--- src/hw/boot_map_pkg.sv ---
// constants and types for the program-space boot map decoder
package boot_map_pkg;
  localparam int ADDR_W = 21;
  localparam logic [20:0] RESET_FETCH_INT = 21'h040000;
  localparam logic [20:0] WDOG_FETCH_INT = 21'h040002;
  localparam logic [20:0] RESET_FETCH_EXT16 = 21'h000000;
  localparam logic [20:0] WDOG_FETCH_EXT16 = 21'h000002;
  localparam logic [20:0] LOW_FLASH_END = 21'h00FFFF;
  localparam logic [20:0] FLASH_END = 21'h03FFFF;
  localparam logic [20:0] BOOT_BASE = 21'h040000;
  localparam logic [20:0] BOOT_END = 21'h043FFF;
  localparam logic [20:0] PRAM_BASE = 21'h04F800;
  localparam logic [20:0] PRAM_END = 21'h04FFFF;
  localparam logic [20:0] REACH16_END = 21'h00FFFF;
  localparam logic [20:0] REACH20_END = 21'h0FFFFF;
  localparam logic [20:0] MAP_END = 21'h1FFFFF;
  localparam logic [20:0] FLASH_BLK1_BASE = 21'h020000;
  localparam int EXT_ADDR_LINES_BOOT = 18;

  typedef enum logic [4:0] {
    TGT_NONE  = 5'h01,
    TGT_FLASH = 5'h02,
    TGT_BOOT  = 5'h04,
    TGT_PRAM  = 5'h08,
    TGT_EXT   = 5'h10
  } target_e;

  typedef struct packed {
    logic flash0_sel;
    logic flash1_sel;
    logic boot_sel;
    logic pram_sel;
    logic ext_sel;
  } mem_sel_s;

  typedef struct packed {
    logic layout_select_bit;
    logic secured_at_boot_flag;
    logic wide_addr;
  } mode_s;
endpackage : boot_map_pkg

--- src/hw/program_space_boot_map_decoder.sv ---
// program-space memory map selection and address decoding
// Behaviour
// - layout bit 0 selects internal map; low ranges served by on-chip flash.
// - layout bit 1 selects external map unless secured flag was 0 at reset.
// - out of reset chip select zero is program strobe, one is data strobe.
// - wide strap high at reset enables address bits 19 to 16.
// - external boot needs eighteen address lines to shadow first 256K.
// - addresses from 0x100000 up reach external only after extra pins configured.
// - strap low gives 16-bit external bus, high gives 20-bit bus.
// - internal boot maps boot flash 0x040000-0x043FFF, fetches 0x040000 and 0x040002.
// - external 16-bit boot puts 0x000000-0x00FFFF external, fetches at 0 and 2.
// - external 16-bit boot keeps boot flash mapped but not fetched from.
// - external 20-bit boot sends boot flash range external, fetches 0x040000/2.
// - secured flash never allows external boot.
// - external memory beyond reset reach stays blocked until pins reconfigured.
// - program flash is two independent blocks with separate erase.
// - strap capture after reset release loads layout bit from boot strap ANDed with security state, secured flag from security state.
// - secured flag captured only at reset; later writes or changes ignored.
`timescale 1ns/10ps
module program_space_boot_map_decoder
  import boot_map_pkg::*;
(
  input wire logic sys_clk,
  input wire logic rst_n,
  input wire logic clk_en,
  input wire logic external_boot_strap,
  input wire logic wide_addr_strap,
  input wire logic flash_secure_n,
  input wire logic layout_wr,
  input wire logic layout_wdata,
  input wire logic secured_flag_wr,
  input wire logic secured_flag_wdata,
  input wire logic high_pins_en,
  input wire logic [20:0] prog_addr,
  input wire logic prog_req,
  output logic layout_select_bit,
  output logic secured_at_boot_flag,
  output logic wide_addr_q,
  output logic [20:0] reset_fetch_addr,
  output logic [20:0] watchdog_reset_addr,
  output logic [3:0] ext_addr_hi_en,
  output logic [3:0] ext_addr_top_en,
  output logic chip_sel_zero_is_program_strobe,
  output logic chip_sel_one_is_data_strobe,
  output mem_sel_s mem_sel,
  output logic chip_sel_zero_n,
  output logic [20:0] ext_addr_q
);
  logic [1:0] boot_sync_q;
  logic [1:0] wide_sync_q;
  logic [1:0] sec_sync_q;
  logic [1:0] hipin_sync_q;
  logic straps_taken_q;
  logic [1:0] settle_q;
  logic layout_q;
  logic secured_q;
  logic wide_q;
  logic sel_valid_q;
  target_e tgt;
  mem_sel_s sel_d;
  mem_sel_s sel_q;
  logic ext_mode;
  logic hi_pins;

  function automatic logic in_range(input logic [20:0] a, input logic [20:0] lo,
                                    input logic [20:0] hi);
    in_range = (a >= lo) && (a <= hi);
  endfunction : in_range

  // two-flop synchronisers for pins
  always_ff @(posedge sys_clk or negedge rst_n) begin
    if (!rst_n) begin
      boot_sync_q <= 2'h0;
      wide_sync_q <= 2'h0;
      sec_sync_q <= 2'h0;
      hipin_sync_q <= 2'h0;
    end else if (clk_en) begin
      boot_sync_q <= {boot_sync_q[0], external_boot_strap};
      wide_sync_q <= {wide_sync_q[0], wide_addr_strap};
      sec_sync_q <= {sec_sync_q[0], flash_secure_n};
      hipin_sync_q <= {hipin_sync_q[0], high_pins_en};
    end
  end

  // strap capture after reset release, then software writes
  always_ff @(posedge sys_clk or negedge rst_n) begin
    if (!rst_n) begin
      straps_taken_q <= 1'b0;
      settle_q <= 2'h0;
      layout_q <= 1'b0;
      secured_q <= 1'b0;
      wide_q <= 1'b0;
    end else if (clk_en) begin
      settle_q <= {settle_q[0], 1'b1};
      if (!straps_taken_q && settle_q[1]) begin
        straps_taken_q <= 1'b1;
        secured_q <= sec_sync_q[1];
        layout_q <= boot_sync_q[1] & sec_sync_q[1];
        wide_q <= wide_sync_q[1];
      end else if (straps_taken_q && layout_wr && secured_q) begin
        layout_q <= layout_wdata;
      end
    end
  end

  assign layout_select_bit = layout_q;
  assign secured_at_boot_flag = secured_q;
  assign wide_addr_q = wide_q;
  assign ext_mode = layout_q & secured_q;
  assign hi_pins = hipin_sync_q[1];

  // reset and watchdog fetch locations
  assign reset_fetch_addr = (ext_mode && !wide_q) ? RESET_FETCH_EXT16 : RESET_FETCH_INT;
  assign watchdog_reset_addr = (ext_mode && !wide_q) ? WDOG_FETCH_EXT16 : WDOG_FETCH_INT;

  assign ext_addr_hi_en = {4{wide_q}};
  assign ext_addr_top_en = {4{hi_pins}};
  assign chip_sel_zero_is_program_strobe = 1'b1;
  assign chip_sel_one_is_data_strobe = 1'b1;

  // address range decode
  always_comb begin
    tgt = TGT_NONE;
    if (in_range(prog_addr, PRAM_BASE, PRAM_END)) begin
      tgt = TGT_PRAM;
    end else if (in_range(prog_addr, BOOT_BASE, BOOT_END)) begin
      tgt = (ext_mode && wide_q) ? TGT_EXT : TGT_BOOT;
    end else if (prog_addr <= LOW_FLASH_END) begin
      tgt = ext_mode ? TGT_EXT : TGT_FLASH;
    end else if (prog_addr <= FLASH_END) begin
      tgt = TGT_FLASH;
    end else if (prog_addr > PRAM_END && prog_addr <= REACH20_END) begin
      tgt = (hi_pins || (ext_mode && wide_q)) ? TGT_EXT : TGT_NONE;
    end else if (prog_addr > REACH20_END) begin
      tgt = hi_pins ? TGT_EXT : TGT_NONE;
    end
  end

  assign sel_d.flash0_sel = prog_req && tgt == TGT_FLASH && prog_addr < FLASH_BLK1_BASE;
  assign sel_d.flash1_sel = prog_req && tgt == TGT_FLASH && prog_addr >= FLASH_BLK1_BASE;
  assign sel_d.boot_sel = prog_req && tgt == TGT_BOOT;
  assign sel_d.pram_sel = prog_req && tgt == TGT_PRAM;
  assign sel_d.ext_sel = prog_req && tgt == TGT_EXT;

  always_ff @(posedge sys_clk or negedge rst_n) begin
    if (!rst_n) begin
      sel_q <= '0;
      ext_addr_q <= 21'h000000;
      sel_valid_q <= 1'b0;
    end else if (clk_en) begin
      sel_q <= sel_d;
      sel_valid_q <= prog_req;
      ext_addr_q <= sel_d.ext_sel ? prog_addr : 21'h000000;
    end
  end

  assign mem_sel = sel_q;
  assign chip_sel_zero_n = ~sel_q.ext_sel;

  property p_secure_blocks_ext;
    @(posedge sys_clk) disable iff (!rst_n)
      (straps_taken_q && !secured_q) |-> !layout_q;
  endproperty
  a_secure_blocks_ext: assert property (p_secure_blocks_ext) else $error("ext map while secured");

  property p_flag_stable;
    @(posedge sys_clk) disable iff (!rst_n)
      $past(straps_taken_q) |-> $stable(secured_q);
  endproperty
  a_flag_stable: assert property (p_flag_stable) else $error("secured flag changed");

  property p_layout_locked;
    @(posedge sys_clk) disable iff (!rst_n)
      (straps_taken_q && !secured_q && layout_wr && clk_en) |=> !layout_q;
  endproperty
  a_layout_locked: assert property (p_layout_locked) else $error("layout changed while locked");

  property p_reserved_none;
    @(posedge sys_clk) disable iff (!rst_n)
      (clk_en && prog_req && prog_addr > BOOT_END && prog_addr < PRAM_BASE) |=> (sel_q == '0);
  endproperty
  a_reserved_none: assert property (p_reserved_none) else $error("reserved range selected");

  property p_pram;
    @(posedge sys_clk) disable iff (!rst_n)
      (clk_en && prog_req && prog_addr >= PRAM_BASE && prog_addr <= PRAM_END) |=> sel_q.pram_sel;
  endproperty
  a_pram: assert property (p_pram) else $error("program ram not selected");

  property p_internal_low;
    @(posedge sys_clk) disable iff (!rst_n)
      (clk_en && prog_req && !layout_q && prog_addr <= LOW_FLASH_END) |=> sel_q.flash0_sel;
  endproperty
  a_internal_low: assert property (p_internal_low) else $error("low range not flash");

  property p_high_blocked;
    @(posedge sys_clk) disable iff (!rst_n)
      (clk_en && prog_req && !hi_pins && prog_addr > REACH20_END) |=> !sel_q.ext_sel;
  endproperty
  a_high_blocked: assert property (p_high_blocked) else $error("high range reached");

  property p_int_boot_fetch;
    @(posedge sys_clk) disable iff (!rst_n)
      !layout_q |-> (reset_fetch_addr == RESET_FETCH_INT && watchdog_reset_addr == WDOG_FETCH_INT);
  endproperty
  a_int_boot_fetch: assert property (p_int_boot_fetch) else $error("bad internal fetch");

  property p_cs_follows;
    @(posedge sys_clk) disable iff (!rst_n)
      (clk_en && prog_req && ext_mode && wide_q && prog_addr >= BOOT_BASE
       && prog_addr <= BOOT_END) |=> !chip_sel_zero_n;
  endproperty
  a_cs_follows: assert property (p_cs_follows) else $error("boot range not external");

  property p_strap_capture;
    @(posedge sys_clk) disable iff (!rst_n)
      $rose(straps_taken_q) |-> (secured_q == $past(sec_sync_q[1])
       && layout_q == ($past(boot_sync_q[1]) & $past(sec_sync_q[1])));
  endproperty
  a_strap_capture: assert property (p_strap_capture) else $error("strap capture wrong");

  property p_ext16_low;
    @(posedge sys_clk) disable iff (!rst_n)
      (clk_en && prog_req && ext_mode && !wide_q && prog_addr <= LOW_FLASH_END) |=> !chip_sel_zero_n;
  endproperty
  a_ext16_low: assert property (p_ext16_low) else $error("low range not external");

  property p_one_target;
    @(posedge sys_clk) disable iff (!rst_n)
      sel_valid_q |-> $onehot0(sel_q);
  endproperty
  a_one_target: assert property (p_one_target) else $error("several targets selected");
endmodule : program_space_boot_map_decoder

--- config.mk ---
export PLATFORM = sky130hd
export DESIGN_NAME = program_space_boot_map_decoder
export DESIGN_NICKNAME = d
export VERILOG_FILES = /design/src/hw/boot_map_pkg.sv /design/src/hw/program_space_boot_map_decoder.sv
export SDC_FILE = /design/constraint.sdc
export NUM_CORES = 1
export LEC_CHECK = 0
export ABC_AREA = 1
export ABC_CLOCK_PERIOD_IN_PS = 3800
export BUFFER_PORTS_ARGS = -buffer_cell sky130_fd_sc_hd__buf_2
export CORE_MARGIN = 2
export CORE_UTILIZATION = 49
export DETAILED_ROUTE_END_ITERATION = 8
export PLACE_DENSITY = 0.85
export SYNTH_ARGS = -nofsm -noshare
export SYNTH_HDL_FRONTEND = slang
export SYNTH_SLANG_ARGS = --single-unit
--- constraint.sdc ---
create_clock -name sys_clk -period 3.8 [get_ports sys_clk]
set_clock_uncertainty 0.2 [all_clocks]
set_input_delay 0.19 -clock sys_clk [delete_from_list [all_inputs] [get_ports sys_clk]]
set_output_delay 0.19 -clock sys_clk [all_outputs]
set_load 0.02 [all_outputs]
# ---- Word level (Yosys, flattened, before mapping)
# Cells that the tools add are included.
dict set report classes {
  n_reduce_logical 20
  n_lt_le_gt_ge 11
  mux 15
  eq_ne 4
  bitwise 3
}
# cell count
set op_table {}
lappend op_table {{$mux W5} 10}
lappend op_table {{$ge A21 B19 Y1 const B} 2}
lappend op_table {{$le A21 B19 Y1 const B} 2}
lappend op_table {{$mux W19} 2}
lappend op_table {{$ge A21 B18 Y1 const B} 1}
lappend op_table {{$gt A21 B19 Y1 const B} 1}
lappend op_table {{$gt A21 B20 Y1 const B} 1}
lappend op_table {{$le A21 B16 Y1 const B} 1}
lappend op_table {{$le A21 B18 Y1 const B} 1}
lappend op_table {{$le A21 B20 Y1 const B} 1}
lappend op_table {{$lt A21 B18 Y1 const B} 1}
lappend op_table {{$mux W21} 1}
lappend op_table {{$logic_and A1 B1 Y1} 14}
lappend op_table {{$eq A5 B2 Y1 const B} 1}
lappend op_table {{$eq A5 B3 Y1 const B} 1}
lappend op_table {{$eq A5 B4 Y1 const B} 1}
lappend op_table {{$eq A5 B5 Y1 const B} 1}
lappend op_table {{$reduce_and A2 Y1} 2}
lappend op_table {{$and A1 B1 Y1} 2}
lappend op_table {{$logic_not A1 Y1} 2}
lappend op_table {{$mux W1} 2}
lappend op_table {{$reduce_bool A2 Y1} 1}
lappend op_table {{$logic_or A1 B1 Y1} 1}
lappend op_table {{$not A1 Y1} 1}
dict set report totals {
  reg_bits 40
  out_inout_bits 82
  in_bits 33
}

# ---- Depth between registers and ports, before layout
# Gate-level depths: netlist of run 1.
dict set report logic_depth {
  depth_word 12
  depth_mapped 11
  ltp_nobuf 10
}

# ---- Worst setup path after synthesis of run 1
# OpenSTA, ideal clock, no wires.
dict set report synth_path {
  kind {register to register}
  startpoint {reg secured_q, in the netlist secured_at_boot_flag}
  endpoint {reg ext_addr_q[0]}
  arrival_time_ns 1.333
  n_path_buf 1
  stages_incl_launch_ff 12
  slack_ns 2.202
  setup_time_ns 0.066
  t_required_ns 3.534
  synth_period_minus_slack_ns 1.598
  cell_sequence {dfrtp_1 > nand2_1 > inv_1 > nand2_1 > o21ai_0 > nand2_1 > nand2_1 > inv_2 > nand2_4 > buf_8 > nand4_1 > nand2_1}
}
dict set report synth_between {
  elab_chain_cells 12
  elab_cells_between_ends 14
  classes_between {1 x eq/ne; 9 x mux; 1 x bitwise; 3 x reduce/logical}
}
# element line
set synth_rtl {}
lappend synth_rtl {{start, declared} program_space_boot_map_decoder.sv:56} ;# logic secured_q;
lappend synth_rtl {{start signal, assigned} program_space_boot_map_decoder.sv:97} ;# secured_q <= sec_sync_q[1];
lappend synth_rtl {{$and A1 B1 Y1 *} program_space_boot_map_decoder.sv:109} ;# assign ext_mode = layout_q & secured_q;
lappend synth_rtl {{$logic_and A1 B1 Y1} {program_space_boot_map_decoder.sv:127, program_space_boot_map_decoder.sv:133}}
lappend synth_rtl {{$logic_or A1 B1 Y1} program_space_boot_map_decoder.sv:133} ;# tgt = (hi_pins || (ext_mode && wide_q)) ? TGT_EXT : TGT_NONE;
lappend synth_rtl {{$mux W5} program_space_boot_map_decoder.sv:133}
lappend synth_rtl {{$mux W5} program_space_boot_map_decoder.sv:132} ;# end else if (prog_addr > PRAM_END && prog_addr <= REACH20_END) begin
lappend synth_rtl {{$mux W5} program_space_boot_map_decoder.sv:130} ;# end else if (prog_addr <= FLASH_END) begin
lappend synth_rtl {{$mux W5} program_space_boot_map_decoder.sv:128} ;# end else if (prog_addr <= LOW_FLASH_END) begin
lappend synth_rtl {{$mux W5 *} program_space_boot_map_decoder.sv:126} ;# end else if (in_range(prog_addr, BOOT_BASE, BOOT_END)) begin
lappend synth_rtl {{$mux W5 *} program_space_boot_map_decoder.sv:124} ;# if (in_range(prog_addr, PRAM_BASE, PRAM_END)) begin
lappend synth_rtl {{$eq A5 B5 Y1 *} program_space_boot_map_decoder.sv:143} ;# assign sel_d.ext_sel = prog_req && tgt == TGT_EXT;
lappend synth_rtl {{$logic_and A1 B1 Y1 *} program_space_boot_map_decoder.sv:143}
lappend synth_rtl {{$mux W21 *} program_space_boot_map_decoder.sv:153} ;# ext_addr_q <= sel_d.ext_sel ? prog_addr : 21'h000000;
lappend synth_rtl {{end signal, assigned} program_space_boot_map_decoder.sv:153}
lappend synth_rtl {{end, declared} program_space_boot_map_decoder.sv:47} ;# output logic [20:0] ext_addr_q
# Every way passes the cells marked *; elsewhere a longest branch is shown, timed or not.
# A chain may end at the register's enable or synchronous reset.

# ---- Worst setup path in the final report of run 1
dict set report layout_path {
  startpoint {in prog_addr[19]}
  endpoint {reg sel_q, in the netlist mem_sel[0]}
}
dict set report layout_between {
  elab_chain_cells 9
  elab_cells_between_ends 20
  classes_between {9 x order compare; 1 x eq/ne; 6 x mux; 4 x reduce/logical}
}
# element line
set layout_rtl {}
lappend layout_rtl {{start, declared} program_space_boot_map_decoder.sv:34} ;# input wire logic [20:0] prog_addr,
lappend layout_rtl {{$gt A21 B20 Y1 (tied with other cells)} program_space_boot_map_decoder.sv:134} ;# end else if (prog_addr > REACH20_END) begin
lappend layout_rtl {{$mux W5 / $logic_and A1 B1 Y1 (equally long branches)} {program_space_boot_map_decoder.sv:134, program_space_boot_map_decoder.sv:132}}
lappend layout_rtl {{$mux W5} program_space_boot_map_decoder.sv:132}
lappend layout_rtl {{$mux W5} program_space_boot_map_decoder.sv:130}
lappend layout_rtl {{$mux W5} program_space_boot_map_decoder.sv:128}
lappend layout_rtl {{$mux W5} program_space_boot_map_decoder.sv:126}
lappend layout_rtl {{$mux W5 *} program_space_boot_map_decoder.sv:124}
lappend layout_rtl {{$eq A5 B5 Y1 *} program_space_boot_map_decoder.sv:143}
lappend layout_rtl {{$logic_and A1 B1 Y1 *} program_space_boot_map_decoder.sv:143}
lappend layout_rtl {{end signal, assigned} program_space_boot_map_decoder.sv:151} ;# sel_q <= sel_d;
lappend layout_rtl {{end, declared} program_space_boot_map_decoder.sv:61} ;# mem_sel_s sel_q;
# Marked as above.

==> results of run 1 <==
[registers in the layout (all words and copies together), names as in the netlist]
name	count
boot_sync_q	2
sec_sync_q	2
wide_addr_q	1
secured_at_boot_flag	1
straps_taken_q	1
mem_sel	5
settle_q	2
hipin_sync_q	2
layout_select_bit	1
ext_addr_q	21
wide_sync_q	2
[metrics by stage]
step / total power, mW / std cells / hold slack, ns / util, %
after CTS: 1.13 / 410 / 0.00186 / 62.9
final: 1.13 / 410 / 0.0103 / 62.9
after floorplan: 0.623 / 317 / -0.306 / -
after global placement: 0.632 / 377 / 0.151 / 53.5
after global routing: 1.18 / 410 / 0.00852 / 62.9
after detailed placement: 0.636 / 377 / 0.160 / 53.5
[worst paths after layout]
path                                               to                             start  cells after the start
setup / recovery               mem_sel[0]$_DFFE_PN0P_                     prog_addr[19]                     10
hold / removal             ext_addr_q[14]$_DFFE_PN0P_                     prog_addr[14]                      3
setup reg to reg               mem_sel[0]$_DFFE_PN0P_  secured_at_boot_flag$_DFFE_PN0P_                      6
hold reg to reg            boot_sync_q[1]$_DFFE_PN0P_        boot_sync_q[0]$_DFFE_PN0P_                      2
max in group asynchronous      mem_sel[0]$_DFFE_PN0P_                             rst_n                      2
min in group asynchronous   sec_sync_q[0]$_DFFE_PN0P_                             rst_n                      2
[layer usage]
metal / vias to the layer above / part of all wire (%) / wire length, µm / track usage (%)
met5: - / 0 / 0 / 0
met4: 0 / 2.6 / 135 / 10.7
met3: 12 / 7.9 / 415 / 3.23
met2: 115 / 50 / 2590 / 33.7
met1: 929 / 40 / 2080 / 27.9
li1: 957 / - / - / -
[placed cells by master, fill, tap and decap left out, drive strengths merged]
cell         netlist  final
a311oi             1      1
a31oi              1      1
buf               57     70
bufinv             0      3
clkbuf             5      5
clkinv             1      1
conb               2     42
dfrtp             40     40
dlygate4sd3        0     25
inv               14     14
nand2             93     93
nand3              6      6
nand4             25     25
nor2              13     13
nor3               2      2
o21ai             13     13
or2                3      3
or3                1      1
[worst reg2reg max path, delay by kind of cell, from the launching register on]
family	cells	cell delay, ns
buf+inv	1	0.08
compound gates	1	0.16
flops	1	0.42
simple gates	4	1.19
[final cells by class]
class / instances / share of cell area (%)
Sequential cell: 40 / 36.3
Multi-Input combinational cell: 200 / 31.7
Timing Repair Buffer: 95 / 21.8
Clock inverter: 3 / 3.27
Clock buffer: 5 / 2.50
Tap cell: 52 / 2.36
Inverter: 15 / 2.04
[report_power, final]
part           leakage, nW  total, mW  internal (mW)  switching, mW
sequential           0.526      0.460          0.448         0.0124
combinational        0.979      0.191         0.0572          0.134
clock               0.0784      0.475          0.328          0.146
total                 1.58       1.13          0.833          0.292
[cell families (layout without fill, tap and decap cells)]
| logic type | count (synthesis) | in the layout |
|---|---|---|
| other | 2 | 42 |
| flip-flops | 40 | 40 |
| buffers and inverters | 77 | 118 |
| AND/OR/NAND/NOR | 143 | 143 |
| AO/OA/AOI/OAI | 15 | 15 |
[what timing repair did]
action                                  CTS  global route
gates resized for setup                   0             0
hold endpoints to repair                 66             0
hold buffers                             25             0
endpoints found under the setup margin    0             0
==> impl_metrics.yaml, run 1 <==
outcome:
  status: "completed"
timing:
  max_clock_freq_mhz: 389
  worstMarginPinSlew_ns: 0.930
  final_hold_viol_count: 0
  final.setup.tns_ns: 0
  fin_ws_ns: 1.23
  setup_viol: 0
  relSlewSlack_pct: 37.9
  rsz0062_at_grt: "false"
  period_share_pct: 67.7
  period_needed_ns: 2.57
  drv_slew: 0
floorplanning:
  die_y_um: 71.6
  start_util_pct: 51.1
  coreArea_um2: 4380
  chipWidth_um: 71.6
  die-area_um2: 5130
  num_io_pins: 115
  row_count: 24
placement:
  post-dp-hpwl_um: 3410
  pre_cts_ws_ns: 1.53
  portBuffers: 70
  routabilityCongestion: 0.826
  place_area_um2: 2350
pwr:
  power.leakage_nw: 1.58
  p_per_area_nw_per_um2: 408
  ir_drop_mv: 0.270
yosys:
  synth-compound-area-share_pct: 3.58
  synth_cell_types: 24
  synth_area_leaders: "dfrtp_1, buf_4, nand2_1, nand4_1, o21ai_0"
  synth.top_cell.area_share_pct: 44.7
  ys_top_cells_by_count: "nand2_1, buf_4, dfrtp_1"
  postSynthAreaPerCell_um2: 8.08
  ys_seq_area_share_pct: 44.7
  synth_ff_type: "dfrtp_1"
  synth_xor_area_share_pct: 0
  yosysMostFrequentCell: "nand2_1"
  ys_ff_latch: 40
  post_synth_fa_ha_maj_area_fraction_pct: 0
  synth.area.mux_share_pct: 0
  synth_top_family_by_area: "simple AND/OR/NAND/NOR gates"
  synth-simple-area-share_pct: 28.5
  syn-cell-area_um2: 2240
  synth_area_leader_cell: "dfrtp_1"
  yosys_warnings: 0
  synth_cells: 277
  synth_edf_count: 0
  async_flop_share_pct: 100
finish:
  syn_to_final_growth_pct: 23.1
  multi_input_area_um2: 875
  nFillCells: 363
  final_area_um2: 2760
  seq_area_um2: 1000
  diodes: 0
  num-nets-final: 390
  layout-drive-gt1-share_pct: 23.7
detailed_routing:
  num_vias: 2013
  vias_per_cell: 4.91
  dr.pass1.iters: 4
  drcViolationCount: 0
  routedWlPerCell_um: 12.7
  wl_um: 5220
  drtIter0Drc: 107
  ant_nets: 0
worst_hold_path:
  hp-class: "in2reg"
setup_path:
  path_class: "in2reg"
  crit_fanout: 23
  crit_chain: "dlygate4sd3_1 > buf_2 > nor2_2 > nand4_1 > nor2_1 > nand2_1 > nand2_1 > nand3_1 > nand3_1 > o21ai_0"
  cp_data_arrival_time_ns: 2.52
  slowest_stage: "nand3_1"
  cp_slowest_stage_delay_ns: 0.61
  crit_required_ns: 3.74
  r2r_slack_ns: 1.59
  start_kind: "input port"
  endpoint_kind: "flop"
  critPathTopFamily: "simple AND/OR/NAND/NOR gates"
  path_buf_inv: 2
global_route:
  grt_antenna_before_repair: 0
  grt_use_total_pct: 21.1
  grt_max_degree: 41
  grt_pass1_vias: 1861
  grt_overflow: 0
  grt_first_pass_wirelength_um: 8440
clock_network:
  cts.sinks: 40
  clk_path_buf_depth: 2
  clockRootBuffer: "clkbuf_8"
  cts_inserted_buffers: 5
  clkTransAtPathRegs_ns: 0.07
  postCtsSetupBuffers: 0
  cts_tree: "done"
  clk_latency_ns: 0.29
  h-tree-depth: 2
flow_run:
  maxCapViolations: 0
Note: power is estimated with default switching activity, not from simulation.
==> run 2, diff against run 1 <==
--- a/config.mk
+++ b/config.mk
@@ -6,12 +6,12 @@
 export NUM_CORES = 1
 export LEC_CHECK = 0
 export ABC_AREA = 1
-export ABC_CLOCK_PERIOD_IN_PS = 3800
+export ABC_CLOCK_PERIOD_IN_PS = 2700
 export BUFFER_PORTS_ARGS = -buffer_cell sky130_fd_sc_hd__buf_2
 export CORE_MARGIN = 2
-export CORE_UTILIZATION = 49
+export CORE_UTILIZATION = 45
 export DETAILED_ROUTE_END_ITERATION = 8
-export PLACE_DENSITY = 0.85
+export PLACE_DENSITY = 0.79
 export SYNTH_ARGS = -nofsm -noshare
 export SYNTH_HDL_FRONTEND = slang
 export SYNTH_SLANG_ARGS = --single-unit
==> constraint.sdc (replaced) <==
create_clock -name sys_clk -period 2.7 [get_ports sys_clk]
set_clock_uncertainty 0.2 [all_clocks]
set_input_delay 0.135 -clock sys_clk [delete_from_list [all_inputs] [get_ports sys_clk]]
set_output_delay 0.135 -clock sys_clk [all_outputs]
set_load 0.02 [all_outputs]
==> run 2 against run 1 <==
Effect of this change: register-to-register slack worse by 0.79 ns; non-clock buffer count grew 6; via count is 2.8% lower; hold slack better by 0.026 ns; clock power increased by 0.8%; largest power group is now registers.
==> impl_metrics.yaml, run 2 (same netlist as run 1, synthesis figures left out) <==
finish:
  final_common_cell: "nand2_1"
  syn_to_final_growth_pct: 24.4
  top_register: "ext_addr_q"
  final_util_pct: 58.6
  largest_register_ffs: 21
  final_area_um2: 2790
  num-nets-final: 396
  final_cell_mix: "nand2_1, buf_2, conb_1, dfrtp_1, dlygate4sd3_1"
  final_cells: 431
  layout-drive-gt1-share_pct: 23.6
  diodes: 0
  nFillCells: 435
clock_network:
  postCtsSetupBuffers: 0
  postCtsHoldBufs: 30
  clk_latency_ns: 0.29
  clkTransAtPathRegs_ns: 0.08
  clk_path_buf_depth: 2
  clockRootBuffer: "clkbuf_8"
  cts_tree: "done"
  cts_inserted_buffers: 5
  h-tree-depth: 2
  cts_resized: 0
  cts.sinks: 40
floorplanning:
  num_io_pins: 115
  chipWidth_um: 74.5
  start_util_pct: 47.1
  row_count: 25
  coreArea_um2: 4750
  die-area_um2: 5550
  die_y_um: 74.5
pwr:
  p_clk_share_pct: 34.3
  p_sw_share_pct: 29.3
  total_power_mw: 1.40
  ir_drop_mv: 0.472
  switchingPower_mw: 0.410
  seqPwrFrac_pct: 46.3
  pwr-share-comb_pct: 19.4
  internal_power_mw: 0.987
  p_per_area_nw_per_um2: 502
  power.leakage_nw: 1.58
timing:
  worstMarginPinSlew_ns: 0.899
  hold_ws_ns: 0.0367
  fin_ws_ns: 0.461
  rsz0062_at_grt: "false"
  drv_slew: 0
  period_needed_ns: 2.24
  final_hold_viol_count: 0
  period_share_pct: 82.9
  final.setup.tns_ns: 0
  max_clock_freq_mhz: 447
  setup_viol: 0
  relSlewSlack_pct: 40.0
placement:
  pre_cts_ws_ns: 0.751
  routabilityCongestion: 0.806
  portBuffers: 70
  dp.cells: 393
  place_area_um2: 2370
  post-dp-hpwl_um: 3350
global_route:
  grt_max_degree: 41
  grt_first_pass_wirelength_um: 8110
  grt_overflow: 0
  grt_antenna_before_repair: 0
  grt_pass1_vias: 1745
  grt_use_total_pct: 19.3
setup_path:
  endpoint_kind: "flop"
  crit_required_ns: 2.66
  start_kind: "input port"
  cp_data_arrival_time_ns: 2.20
  crit_fanout: 13
  path_class: "in2reg"
detailed_routing:
  routedWlPerCell_um: 12.0
  drcViolationCount: 0
  vias_per_cell: 4.54
  ant_nets: 0
  drtIter0Drc: 159
  wl_um: 5170
  dr.pass1.iters: 4
  num_vias: 1957
flow_run:
  maxCapViolations: 0
worst_hold_path:
  hp-class: "in2reg"
outcome:
  status: "completed"
[run 2: changes by cell type in the layout (fill, tap and decap cells not counted)]
cell           previous run  this run
bufinv_16                 3         1
dlygate4sd3_1            25        30
clkinvlp_4                0         1
clkinv_2                  0         1
buf_4                     0         1
[run 2: worst paths after layout]
path | start | endpoint | slack [ns] | cells past startpoint
worst max-delay path | prog_addr[19] | mem_sel[0]$_DFFE_PN0P_ | 0.46 | 11
worst min-delay path | clk_en | boot_sync_q[1]$_DFFE_PN0P_ | 0.04 | 3
worst max register to register | secured_at_boot_flag$_DFFE_PN0P_ | mem_sel[0]$_DFFE_PN0P_ | 0.80 | 7
worst min register to register | hipin_sync_q[0]$_DFFE_PN0P_ | hipin_sync_q[0]$_DFFE_PN0P_ | 0.28 | 2
max in group asynchronous | rst_n | hipin_sync_q[0]$_DFFE_PN0P_ | 1.45 | 2
min in group asynchronous | rst_n | ext_addr_q[14]$_DFFE_PN0P_ | 0.30 | 2
[run 2: layout make-up]
class | instances | area (µm²) | area share [%]
clock inverter | 3 | 42.5 | 1.53
clock buffer | 5 | 68.8 | 2.47
multi-input combinational | 200 | 875 | 31.4
sequential | 40 | 1000 | 35.9
timing repair buffer | 101 | 658 | 23.6
tap | 67 | 83.8 | 3.01
inverter | 15 | 56.3 | 2.02
[run 2: worst max-delay path, cell delays in order]
cell	delay [ns]
dlygate4sd3_1	0.54
buf_2	0.14
nor2_2	0.15
nand4_1	0.13
nor2_1	0.11
nand2_1	0.05
nand2_1	0.08
nand3_1	0.33
buf_4	0.33
nand3_1	0.11
o21ai_0	0.09
[run 2: layer usage]
layer  track usage, %  part of all wire (%)  vias up
li1                 -                     -      967
met5                0                     0        -
met4             7.74                   2.1        0
met1             24.3                    42      894
met3             4.34                   7.1       10
met2             32.2                    49       86
[run 2: power groups by stage]
stage	clock network [mW]	logic, mW	registers [mW]
floorplan	0	0.196	0.680
global placement	0	0.233	0.657
detailed placement	0	0.237	0.657
CTS	0.488	0.268	0.646
global route	0.512	0.300	0.651
finish	0.479	0.271	0.647
==> run 3, diff against run 2 <==
--- a/config.mk
+++ b/config.mk
@@ -6,7 +6,7 @@
 export NUM_CORES = 1
 export LEC_CHECK = 0
 export ABC_AREA = 1
-export ABC_CLOCK_PERIOD_IN_PS = 2700
+export ABC_CLOCK_PERIOD_IN_PS = 2140
 export BUFFER_PORTS_ARGS = -buffer_cell sky130_fd_sc_hd__buf_2
 export CORE_MARGIN = 2
 export CORE_UTILIZATION = 45
==> constraint.sdc (replaced) <==
create_clock -name sys_clk -period 2.14 [get_ports sys_clk]
set_clock_uncertainty 0.2 [all_clocks]
set_input_delay 0.107 -clock sys_clk [delete_from_list [all_inputs] [get_ports sys_clk]]
set_output_delay 0.107 -clock sys_clk [all_outputs]
set_load 0.02 [all_outputs]
==> run 3 against run 2 <==
Effect of this change: via count rose by 0.87%; design area unchanged; critical path depth shrank 4; non-clock buffer count increased by 3; die area did not move; first-iteration DRC count shrank 42%; wire length fell by 2.6%; hold slack improved by 0.23 ns; largest cell class unchanged.
==> impl_metrics.yaml, run 3 (same netlist as run 1, synthesis figures left out) <==
outcome:
  status: "completed"
timing:
  rsz0062_at_grt: "false"
  final.setup.tns_ns: 0
  final_hold_viol_count: 0
  period_share_pct: 91.0
  max_clock_freq_mhz: 513
  setup_viol: 0
  relSlewSlack_pct: 38.5
  period_needed_ns: 1.95
  worstMarginPinSlew_ns: 0.922
  drv_slew: 0
detailed_routing:
  ant_nets: 0
  vias_per_cell: 4.56
  routedWlPerCell_um: 11.6
  drtIter0Drc: 92
  wl_um: 5030
  dr.pass1.iters: 4
  num_vias: 1974
  drcViolationCount: 0
placement:
  post-dp-hpwl_um: 3470
  place_area_um2: 2390
  routabilityCongestion: 0.801
  dp.cells: 395
  portBuffers: 70
floorplanning:
  die_y_um: 74.5
  chipWidth_um: 74.5
  row_count: 25
  start_util_pct: 47.1
  num_io_pins: 115
  coreArea_um2: 4750
  die-area_um2: 5550
finish:
  final_area_um2: 2790
  final_cell_mix: "nand2_1, buf_2, conb_1, dfrtp_1, dlygate4sd3_1"
  multi_input_area_um2: 880
  syn_to_final_growth_pct: 24.4
  seq_area_um2: 1000
  top_register: "ext_addr_q"
  final_common_cell: "nand2_1"
  largest_register_ffs: 21
  nFillCells: 441
  final_cells: 433
  layout-drive-gt1-share_pct: 23.8
  diodes: 0
  final_util_pct: 58.6
  num-nets-final: 399
pwr:
  p_sw_share_pct: 31.3
  ir_drop_mv: 0.387
  seqPwrFrac_pct: 49.8
  p_per_area_nw_per_um2: 588
  internal_power_mw: 1.12
  p_clk_share_pct: 29.2
  switchingPower_mw: 0.512
  power.leakage_nw: 1.58
  pwr-share-comb_pct: 21.0
setup_path:
  crit_required_ns: 2.17
  endpoint_kind: "flop"
  cp_data_arrival_time_ns: 1.98
  crit_fanout: 21
  path_class: "in2reg"
  start_kind: "input port"
global_route:
  grt_max_degree: 41
  grt_overflow: 0
  grt_use_total_pct: 19.1
  grt_antenna_before_repair: 0
  grt_first_pass_wirelength_um: 7980
  grt_pass1_vias: 1724
clock_network:
  h-tree-depth: 2
  clkTransAtPathRegs_ns: 0.08
  cts_tree: "done"
  clockRootBuffer: "clkbuf_8"
  cts_inserted_buffers: 5
  cts.sinks: 40
  clk_latency_ns: 0.29
  clk_path_buf_depth: 2
flow_run:
  maxCapViolations: 0
worst_hold_path:
  hp-class: "in2async"
[run 3: cell types whose count changed in the layout (fill, tap and decap cells not counted), sizes merged]
cell,previous run,this run
bufinv,1,0
buf,71,73
dlygate4sd3,30,31
[run 3: worst paths after layout]
path | start | end | slack [ns] | depth (start not counted)
worst max-delay path | clk_en | layout_select_bit$_DFFE_PN0P_ | 0.19 | 7
worst min-delay path | rst_n | ext_addr_q[0]$_DFFE_PN0P_ | 0.27 | 2
worst max register to register | secured_at_boot_flag$_DFFE_PN0P_ | mem_sel[4]$_DFFE_PN0P_ | 0.26 | 6
worst min register to register | sec_sync_q[0]$_DFFE_PN0P_ | sec_sync_q[0]$_DFFE_PN0P_ | 0.27 | 2
max in group asynchronous | rst_n | ext_addr_q[10]$_DFFE_PN0P_ | 0.92 | 2
min in group sys_clk | sec_sync_q[0]$_DFFE_PN0P_ | sec_sync_q[0]$_DFFE_PN0P_ | 0.27 | 2
[run 3: layout make-up]
cell class	instances	share of cell area, %
sequential	40	35.9
tap	67	3.01
multi-input combinational	200	31.6
timing repair buffer	104	24.5
clock inverter	2	0.449
clock buffer	5	2.47
inverter	15	2.02
[run 3: worst max-delay path: stages]
cell and delay (ns):
dlygate4sd3_1 0.53, buf_2 0.31, nand2_1 0.19, nand2_1 0.12
nor2_1 0.04, a31oi_1 0.12, dlygate4sd3_1 0.56
[run 3: layer usage]
layer  wire [µm]  GRT usage [%]  vias up
li1            -              -      975
met1        2110           25.2      896
met2        2470           31.3       96
met3         364           4.07        7
met4          84           6.35        0
met5           0              0        -
[run 3: timing repair]
action                                  in CTS  in global routing
gates resized for setup                      0                  1
hold buffers                                31                  0
setup buffers                                0                  0
endpoints found under the setup margin       0                  1
hold endpoints to repair                    70                  0
[run 3: power by group through the flow]
| stage | clock network (mW) | logic [mW] | registers, mW |
|---|---|---|---|
| after floorplan | 0 | 0.248 | 0.858 |
| after global routing | 0.514 | 0.382 | 0.821 |
| after global placement | 0 | 0.296 | 0.829 |
| final | 0.478 | 0.344 | 0.815 |
| after CTS | 0.486 | 0.342 | 0.815 |
| after detailed placement | 0 | 0.301 | 0.829 |
[run 3: per-stage QoR]
stage / hold slack (ns) / setup WS [ns] / total power [mW]
after CTS: 0.279 / 0.160 / 1.64
final: 0.268 / 0.192 / 1.64
after global placement: 0.0730 / 0.475 / 1.12
after floorplan: -0.389 / 0.542 / 1.11
after detailed placement: 0.0830 / 0.441 / 1.13
after global routing: 0.297 / 0.0477 / 1.72
